==> config.mk <==
export PLATFORM = sky130hd
export DESIGN_NAME = pao_override
export DESIGN_NICKNAME = d
export VERILOG_FILES = /design/src/core/pao_pkg.sv /design/src/core/pao_override.sv
export SDC_FILE = /design/constraint.sdc
export NUM_CORES = 1
export LEC_CHECK = 0
export ABC_AREA = 1
export BUFFER_PORTS_ARGS = -buffer_cell sky130_fd_sc_hd__buf_2
export CAP_MARGIN = 20
export CORE_ASPECT_RATIO = 1.1
export CORE_MARGIN = 2
export CORE_UTILIZATION = 42
export CTS_CLUSTER_SIZE = 24
export DETAILED_ROUTE_END_ITERATION = 8
export PLACE_DENSITY_LB_ADDON = 0.3
export SYNTH_ARGS = -nofsm -noshare
export SYNTH_HDL_FRONTEND = slang
export SYNTH_SLANG_ARGS = --single-unit
export TNS_END_PERCENT = 20
==> constraint.sdc <==
create_clock -name pclk -period 1.4 [get_ports pclk]
set_input_delay 0.21 -clock pclk [delete_from_list [all_inputs] [get_ports pclk]]
set_output_delay 0.21 -clock pclk [all_outputs]
set_load 0.02 [all_outputs]
==> src/core/pao_pkg.sv <==
// Constants and types shared by the port alternate-function override logic
package pao_pkg;

    // ==========================================================
    // Register map (byte addresses, one aligned word each)
    // ==========================================================
    localparam logic [11:0] PAO_CFG_OFS   = 12'h000; // Function enables
    localparam logic [11:0] PAO_MASK_OFS  = 12'h004; // Pin change masks
    localparam logic [11:0] PAO_ADOFF_OFS = 12'h008; // Analog digital-off
    localparam logic [11:0] PAO_STAT_OFS  = 12'h00C; // Read-only state

    // ==========================================================
    // Field positions
    // ==========================================================
    localparam int PAO_CFG_WMHI   = 0; // Serial wire mode, upper bit
    localparam int PAO_CFG_SIE    = 1; // Serial start irq enable
    localparam int PAO_CFG_GA     = 2; // Pin change group a enable
    localparam int PAO_CFG_GB     = 3; // Pin change group b enable
    localparam int PAO_CFG_EXTERNAL_IRQ_ZERO   = 4; // External irq zero enable
    localparam int PAO_CFG_VLO    = 5; // Reference select, low bit
    localparam int PAO_CFG_VHI    = 6; // Reference select, high bit
    localparam int PAO_CFG_W      = 7; // Width of the config field
    localparam int PAO_MASK_PB_LO = 8; // Port B masks start here
    localparam int PAO_PA_N       = 5; // Port A pins covered
    localparam int PAO_PB_N       = 4; // Port B pins covered

    // ==========================================================
    // Reset values
    // ==========================================================
    localparam logic [6:0] PAO_CFG_RST   = 7'h00;
    localparam logic [4:0] PAO_PAM_RST   = 5'h00;
    localparam logic [3:0] PAO_PBM_RST   = 4'h0;
    localparam logic [4:0] PAO_ADOFF_RST = 5'h00;

    // Fuse level that means programmed
    localparam logic PAO_FUSE_PROG = 1'b0;

    // System clock choice presented by the clock control block
    typedef enum logic [1:0] {
        PAO_CLK_RC    = 2'h0, // Internal calibrated RC oscillator
        PAO_CLK_EXT   = 2'h1, // External clock on the crystal input pin
        PAO_CLK_XTAL  = 2'h2, // Crystal oscillator
        PAO_CLK_LFXT  = 2'h3  // Low-frequency crystal oscillator
    } pao_clksel_t;

endpackage

==> src/core/pao_override.sv <==
// Alternate-function override logic for Port A bits 4..0 and Port B bits 3..0
//
// Implementation choices: the address map and register access over APB.
`timescale 1ns/1ps

module pao_override
    import pao_pkg::*;
(
    input  wire logic        pclk,
    input  wire logic        presetn,
    input  wire logic        psel,
    input  wire logic        penable,
    input  wire logic        pwrite,
    input  wire logic [11:0] paddr,
    input  wire logic [31:0] pwdata,
    input  wire logic [3:0]  pstrb,
    output logic      [31:0] prdata,
    output logic             pready,
    output logic             pslverr,
    input  wire logic        serial_clock_stretch,
    input  wire logic        serial_pin_toggle_enable,
    input  wire logic        port_a_output_bit4,
    input  wire logic        timer_a_compare_wave,
    input  wire logic        timer_a_compare_enable,
    input  wire logic        onewire_debug_tx,
    input  wire logic        power_down,
    input  wire logic        lock_bits_unprogrammed,
    input  wire logic        reset_pin_disable_fuse,
    input  wire logic        onewire_debug_fuse,
    input  wire logic        sysclk_pin_output_fuse,
    input  wire logic [1:0]  clock_source_sel,
    output logic      [4:0]  pa_pullup_override_enable,
    output logic      [4:0]  pa_pullup_override_value,
    output logic      [4:0]  pa_direction_override_enable,
    output logic      [4:0]  pa_direction_override_value,
    output logic      [4:0]  pa_value_override_enable,
    output logic      [4:0]  pa_value_override_value,
    output logic      [4:0]  pa_toggle_override_enable,
    output logic      [4:0]  pa_input_enable_override_enable,
    output logic      [4:0]  pa_input_enable_override_value,
    output logic      [3:0]  pb_pullup_override_enable,
    output logic      [3:0]  pb_pullup_override_value,
    output logic      [3:0]  pb_direction_override_enable,
    output logic      [3:0]  pb_direction_override_value,
    output logic      [3:0]  pb_value_override_enable,
    output logic      [3:0]  pb_value_override_value,
    output logic      [3:0]  pb_toggle_override_enable,
    output logic      [3:0]  pb_input_enable_override_enable,
    output logic      [3:0]  pb_input_enable_override_value,
    output logic      [4:0]  pin_change_a_source_enable,
    output logic      [3:0]  pin_change_b_source_enable
);

    // ==========================================================
    // Register storage and bus decode
    // ==========================================================
    logic [6:0]  cfg_q;     // Function enables
    logic [4:0]  pam_q;     // Port A change masks
    logic [3:0]  pbm_q;     // Port B change masks
    logic [4:0]  adoff_q;   // Analog digital-off bits
    logic [31:0] rdata_q;   // Read data, captured in setup phase
    logic [31:0] stat_w;    // Live status word
    logic [31:0] wmask;     // Byte-lane write mask
    logic        wr_acc;    // Write in access phase
    logic        mapped;    // Address hits a register
    logic        ro_hit;    // Address is the read-only word
    assign wmask  = {{8{pstrb[3]}}, {8{pstrb[2]}}, {8{pstrb[1]}}, {8{pstrb[0]}}};
    assign mapped = (paddr == PAO_CFG_OFS) || (paddr == PAO_MASK_OFS)
                 || (paddr == PAO_ADOFF_OFS) || (paddr == PAO_STAT_OFS);
    assign ro_hit = (paddr == PAO_STAT_OFS);
    assign wr_acc = psel && penable && pwrite && mapped && !ro_hit;
    // Zero wait states: every access completes in its first access cycle
    assign pready  = 1'b1;
    // Unmapped addresses and writes to the status word are errors
    assign pslverr = psel && penable && (!mapped || (pwrite && ro_hit));
    assign prdata  = rdata_q;

    // ==========================================================
    // Decoded controls
    // ==========================================================
    logic wm_hi;       // Serial wire mode upper bit
    logic start_ie;    // Serial start irq enable
    logic grp_a;       // Pin change group a enable
    logic grp_b;       // Pin change group b enable
    logic irq0_en;     // External irq zero enable
    logic ext_ref;     // Reference pin in use on A0
    logic rst_dis;     // Reset pin function disabled
    logic dbg_act;     // One-wire debug active
    logic own_b3;      // B3 taken by reset or debug
    logic clk_out;     // System clock on B2
    logic xtal_sel;    // Crystal choice on B0/B1
    logic extclk_sel;  // External clock on B0
    logic claim_b0;    // B0 taken from general I/O
    logic [4:0] pa_pc; // Port A change enables
    logic [3:0] pb_pc; // Port B change enables
    assign wm_hi    = cfg_q[PAO_CFG_WMHI];
    assign start_ie = cfg_q[PAO_CFG_SIE];
    assign grp_a    = cfg_q[PAO_CFG_GA];
    assign grp_b    = cfg_q[PAO_CFG_GB];
    assign irq0_en  = cfg_q[PAO_CFG_EXTERNAL_IRQ_ZERO];
    // Either reference choice with the low select bit set uses the pin
    assign ext_ref  = cfg_q[PAO_CFG_VLO];
    // Fuses read zero when programmed
    assign rst_dis  = (reset_pin_disable_fuse == PAO_FUSE_PROG);
    assign dbg_act  = (onewire_debug_fuse == PAO_FUSE_PROG)
                   && lock_bits_unprogrammed;
    // Reset pin role or debug role both take the pin away from I/O
    assign own_b3   = !rst_dis || dbg_act;
    // Fuse level, not a register, so it holds through reset
    assign clk_out  = (sysclk_pin_output_fuse == PAO_FUSE_PROG);
    assign xtal_sel = (clock_source_sel == PAO_CLK_XTAL)
                   || (clock_source_sel == PAO_CLK_LFXT);
    assign extclk_sel = (clock_source_sel == PAO_CLK_EXT);
    assign claim_b0 = (clock_source_sel != PAO_CLK_RC);
    assign pa_pc    = pam_q & {PAO_PA_N{grp_a}};
    assign pb_pc    = pbm_q & {PAO_PB_N{grp_b}};
    assign pin_change_a_source_enable = pa_pc;
    assign pin_change_b_source_enable = pb_pc;

    // ==========================================================
    // Register write path
    // ==========================================================
    // Function enables
    always_ff @(posedge pclk or negedge presetn)
    begin
        if (!presetn)
        begin
            cfg_q <= PAO_CFG_RST;
        end
        else if (wr_acc && (paddr == PAO_CFG_OFS))
        begin
            cfg_q <= (cfg_q & ~wmask[6:0]) | (pwdata[6:0] & wmask[6:0]);
        end
    end

    // Change masks for both ports
    always_ff @(posedge pclk or negedge presetn)
    begin
        if (!presetn)
        begin
            pam_q <= PAO_PAM_RST;
            pbm_q <= PAO_PBM_RST;
        end
        else if (wr_acc && (paddr == PAO_MASK_OFS))
        begin
            pam_q <= (pam_q & ~wmask[4:0]) | (pwdata[4:0] & wmask[4:0]);
            pbm_q <= (pbm_q & ~wmask[11:8]) | (pwdata[11:8] & wmask[11:8]);
        end
    end

    // Analog digital-off bits
    always_ff @(posedge pclk or negedge presetn)
    begin
        if (!presetn)
        begin
            adoff_q <= PAO_ADOFF_RST;
        end
        else if (wr_acc && (paddr == PAO_ADOFF_OFS))
        begin
            adoff_q <= (adoff_q & ~wmask[4:0]) | (pwdata[4:0] & wmask[4:0]);
        end
    end

    // ==========================================================
    // Read path
    // ==========================================================
    // Status shows what the block has decided, not what was written
    assign stat_w = {16'h0000, dbg_act, own_b3, clk_out, xtal_sel,
                     pb_pc, 3'h0, pa_pc};
    // Data is captured in the setup cycle so it is a flop in access
    always_ff @(posedge pclk or negedge presetn)
    begin
        if (!presetn)
        begin
            rdata_q <= 32'h00000000;
        end
        else if (psel && !penable && !pwrite)
        begin
            case (paddr)
                PAO_CFG_OFS:   rdata_q <= {25'h0000000, cfg_q};
                PAO_MASK_OFS:  rdata_q <= {20'h00000, pbm_q, 3'h0, pam_q};
                PAO_ADOFF_OFS: rdata_q <= {27'h0000000, adoff_q};
                PAO_STAT_OFS:  rdata_q <= stat_w;
                default:       rdata_q <= 32'h00000000;
            endcase
        end
    end

    // ==========================================================
    // Port A overrides
    // ==========================================================
    // Combinational so the pin follows its peripheral without delay
    always_comb
    begin
        pa_pullup_override_enable       = 5'h00;
        pa_pullup_override_value        = 5'h00;
        pa_direction_override_enable    = 5'h00;
        pa_direction_override_value     = 5'h00;
        pa_value_override_enable        = 5'h00;
        pa_value_override_value         = 5'h00;
        pa_toggle_override_enable       = 5'h00;
        // Bits 3..0 share one shape: change product or analog-off
        pa_input_enable_override_enable = pa_pc | adoff_q;
        pa_input_enable_override_value  = pa_pc;
        // Bit 4: serial clock pin, expression kept as printed
        pa_direction_override_enable[4] = wm_hi;
        pa_direction_override_value[4]  = (serial_clock_stretch
                                        | port_a_output_bit4) & adoff_q[4];
        pa_value_override_enable[4]     = wm_hi & adoff_q[4];
        pa_toggle_override_enable[4]    = serial_pin_toggle_enable;
        pa_input_enable_override_enable[4] = start_ie | pa_pc[4] | adoff_q[4];
        pa_input_enable_override_value[4]  = start_ie | pa_pc[4];
        // Bit 0: reference pin outside reset, all values zero
        if (presetn && ext_ref)
        begin
            pa_pullup_override_enable[0]    = 1'b1;
            pa_direction_override_enable[0] = 1'b1;
            pa_value_override_enable[0]     = 1'b1;
        end
    end

    // ==========================================================
    // Port B overrides
    // ==========================================================
    always_comb
    begin
        pb_pullup_override_value     = 4'h0;
        pb_direction_override_value  = 4'h0;
        pb_value_override_value      = 4'h0;
        pb_toggle_override_enable    = 4'h0;
        // Bit 0: crystal input pin
        pb_pullup_override_enable[0]    = claim_b0;
        pb_direction_override_enable[0] = claim_b0;
        pb_value_override_enable[0]     = claim_b0;
        pb_input_enable_override_enable[0] = claim_b0 | pb_pc[0];
        // Clock input kept alive for an external clock unless powered down
        pb_input_enable_override_value[0]  = (extclk_sel & !power_down)
                                           | (!claim_b0 & pb_pc[0]);
        // Bit 1: crystal output pin
        pb_pullup_override_enable[1]    = xtal_sel;
        pb_direction_override_enable[1] = xtal_sel;
        pb_value_override_enable[1]     = xtal_sel;
        pb_input_enable_override_enable[1] = xtal_sel | pb_pc[1];
        pb_input_enable_override_value[1]  = !xtal_sel & pb_pc[1];
        // Bit 2: clock out, compare wave, irq zero
        pb_pullup_override_enable[2]    = clk_out;
        pb_direction_override_enable[2] = clk_out;
        pb_direction_override_value[2]  = 1'b1;
        // Compare wave needs software to set the pin direction
        pb_value_override_enable[2]     = clk_out | timer_a_compare_enable;
        // Clock path is unregistered on purpose; a flop cannot carry it
        pb_value_override_value[2]      = clk_out ? pclk : timer_a_compare_wave;
        pb_input_enable_override_enable[2] = irq0_en | pb_pc[2];
        pb_input_enable_override_value[2]  = irq0_en | pb_pc[2];
        // Bit 3: reset pin or one-wire debug line
        pb_pullup_override_enable[3]    = own_b3;
        pb_pullup_override_value[3]     = 1'b1;
        pb_direction_override_enable[3] = own_b3;
        // Open drain: value is zero, direction pulses while sending
        pb_direction_override_value[3]  = dbg_act & onewire_debug_tx;
        pb_value_override_enable[3]     = own_b3;
        pb_input_enable_override_enable[3] = own_b3 | pb_pc[3];
        pb_input_enable_override_value[3]  = dbg_act | (!own_b3 & pb_pc[3]);
    end
endmodule

# Yosys cells after proc, flatten, opt, wreduce, memory -nomap -nowiden

Cells that the tools add are included.

Word-level logic and storage cells: 79
Output and inout port bits: 124
Bits of input ports: 66
Flip-flop bits (word level): 53

Reductions and logical operators: 29
Bitwise gates (word level): 36
Equality and inequality tests: 6
Mux-type cells: 3

Operators by type and width:

| operator              | number |
|---|---|
| $pmux W16 S4          | 1 |
| $eq A12 B4 Y1 const B | 2 |
| $and A5 B5 Y5         | 4 |
| $and A7 B7 Y7         | 2 |
| $logic_and A1 B1 Y1   | 13 |
| $and A4 B4 Y4         | 3 |
| $eq A12 B3 Y1 const B | 1 |
| $logic_not A12 Y1     | 1 |
| $or A1 B1 Y1          | 10 |
| $or A5 B5 Y5          | 2 |
| $logic_not A1 Y1      | 8 |
| $or A4 B4 Y4          | 2 |
| $and A1 B1 Y1         | 7 |
| $not A7 Y7            | 1 |
| $or A7 B7 Y7          | 1 |
| $logic_or A1 B1 Y1    | 6 |
| $not A5 Y5            | 1 |
| $eq A2 B2 Y1 const B  | 2 |
| $not A4 Y4            | 1 |
| $eq A2 B1 Y1 const B  | 1 |
| $mux W1               | 2 |
| $not A1 Y1            | 2 |
| $reduce_bool A2 Y1    | 1 |

# Depth between registers and ports, before layout

Word-level depth: 7
Gate-level depth with buffers: 10
Depth with buffers taken out: 9

==> out/metrics.yaml <==
coreArea_mm2: 0.00619
grt_pass1_vias: 2079
worst_ep_arrival_time_ps: 1330
synth_edf_count: 0
antenna_found_initial: 0
synth-warning-count: 0
first_pass_iters: 4
post-route-min-period_ps: 1540
finalSetupViolations: 23
start_kind: "register"
grt_max_degree: 37
period_share_pct: 110
crit_slowest_cell: "dfrtp_2"
status: "complete, but fails checks"
nNetsFinal: 543
synth_top_cell_area_share_pct: 33.5
preCtsSetupSlack_ps: -76.1
rows: 30
fmax_mhz: 650
n_fill_cell: 628
yosysSeqAreaShare_pct: 33.5
gp_congestion: 0.821
start_util_pct: 43.4
clkTransAtPathRegs_ps: 60
path_cells: "nand2_1, inv_2, or2_4, buf_6"
crit_buf_inv: 2
violations: "negative setup slack"
hold_path_class: "input pin to register"
cap_violations: 0
ys_top_cells_by_area: "dfrtp_1 (34%), buf_4 (23%), nand2_1 (14%)"
cpPeakStageDelay_ps: 450
yosysMostFrequentCell: "nand2_1"
end_kind: "primary output"
power.density_mw_per_mm2: 704
clock_latency_ps: 390
totalWireLength_um: 6200
critPathRequiredTime_ps: 1190
detail-route-antenna-nets: 0
syn_avg_cell_area_um2: 7.46
swShare_pct: 29.7
p_total_w: 0.00238
p_switching_w: 0.000707
die_h_um: 87.9
fin_worst_skew_ps: 5.97
p_int_w: 0.00167
drt_iter0_markers: 109
grt-ovfl-total: 0
synthCells: 360
ios: 190
cp_max_fo: 7
grt_pass1_wl_um: 9730
synth_fa_ha_area_share_pct: 0
hold_ws_ps: 27.2
async_flop_share_pct: 100
syn2layout_area_growth_pct: 25.8
synth_compound_area_share_pct: 4.47
wire_per_inst_um: 11.1
dp_hpwl_um: 4940
rsz0062_at_grt: "yes"
layout-drive-gt1-share_pct: 37.9
diodes: 0
io_buffers: 104
seqPwrFrac_pct: 43.7
hold_viol: 0
die-area_mm2: 0.00705
leakagePower_nw: 2.09
power_frac_comb_pct: 16.6
yosys-top-cells-count: "nand2_1 (98), buf_4 (81), dfrtp_1 (36)"
ys_types: 26
ys_ff_latch: 36
synthXorXnorAreaFrac_pct: 0
synth_top_family_by_area: "simple AND/OR/NAND/NOR gates"
via_per_inst: 4.42
path_delay_family: "flip-flops"
vias: 2460
yosys_most_used_dff: "dfrtp_1"
vdd_drop_max_mv: 0.342
pwr-share-clk_pct: 39.6
yosysTopAreaCell: "dfrtp_1"
syn_area_mm2: 0.00269
synthSimpleGateAreaFrac_pct: 32.8
drcViolationCount: 0
cts_tree: "yes"
worstSetupPathType: "register to primary output"
setup_ws_ps: -138
synthMuxAreaShare_pct: 0
drv_slew: 0
die_x_um: 80.3
grt_use_total_pct: 18.0
## worst reg2reg max path, delay by kind of cell (launching register included)
family / cells / cell delay [ps]
AOI/OAI and AO/OA: 1 / 170
buffers and inverters: 2 / 170
DFF: 1 / 450
and+or+nand+nor: 4 / 280
## layout by cell type, fill, tap and decap left out, types with 11 or more instances in the layout
cell type,netlist,routed
nand4_1,16,16
nor2_1,16,16
buf_2,2,89
dfrtp_1,36,35
inv_2,4,11
nand2_1,98,94
conb_1,2,60
buf_6,2,11
buf_4,81,31
nand3_1,31,31
inv_1,31,24
## power by group through the flow
stage                     registers [W]  clock network [W]  logic [W]
after detailed placement        0.00106          0.0000396   0.000390
final                           0.00104           0.000943   0.000395
after global routing            0.00104            0.00102   0.000435
after floorplan                 0.00106          0.0000290   0.000406
after CTS                       0.00104           0.000976   0.000395
after global placement          0.00106          0.0000396   0.000386
## kinds of logic (layout without fill, tap and decap cells)
kind of cell / Yosys count / in the layout
buffers and inverters: 121 / 180
other: 2 / 60
AND/OR/NAND/NOR: 181 / 181
flip-flops: 36 / 36
AO/OA/AOI/OAI: 20 / 20
## cell type report
class	instances	area [µm²]	share of cell area [%]
Timing Repair Buffer	134	867	25.7
Clock inverter	1	5.00	0.148
Tap cell	80	100	2.96
Clock buffer	10	119	3.52
Multi-Input combinational cell	261	1250	37.1
Sequential cell	36	902	26.7
Inverter	35	131	3.89
## path summary, 6_finish.rpt
kind | start | to | slack [ps] | depth (start not counted)
min in group asynchronous | presetn | async pin | 430 | 3
hold / removal | sysclk_pin_output_fuse | prdata[13] | 30 | 2
setup reg to reg | register | prdata[1] | 210 | 7
setup / recovery | register | pa_input_enable_override_enable[0] | -140 | 4
hold reg to reg | prdata[11] | prdata[11] | 480 | 2
max in group asynchronous | presetn | async pin | 620 | 3
## routing by layer
metal | GRT usage, % | wire (µm)
met3 | 3.81 | 389
met1 | 22.8 | 2530
met2 | 28.9 | 3130
met4 | 9.55 | 150
met5 | 0 | 0
## through the flow
step           utilization [%]  instances  instance area (µm²)  setup TNS (ps)
3_3_place_gp              50.3        542                 3110            -441
2_1_floorplan                -        418                 2900               0
3_5_place_dp              50.3        542                 3110            -771
6_report                  54.6        557                 3380           -1660
4_1_cts                   54.2        557                 3350           -1990
5_1_grt                   54.6        557                 3380           -3240
## repair_timing
item / 4_1_cts / 5_1_grt
hold endpoints to repair: 36 / 0
pin swaps: 6 / 1
buffers inserted: 4 / 0
setup endpoints to repair: 27 / 32
resized for setup: 32 / 13
hold buffers: 1 / 0
No activity file was read; power rests on OpenSTA's default activity.
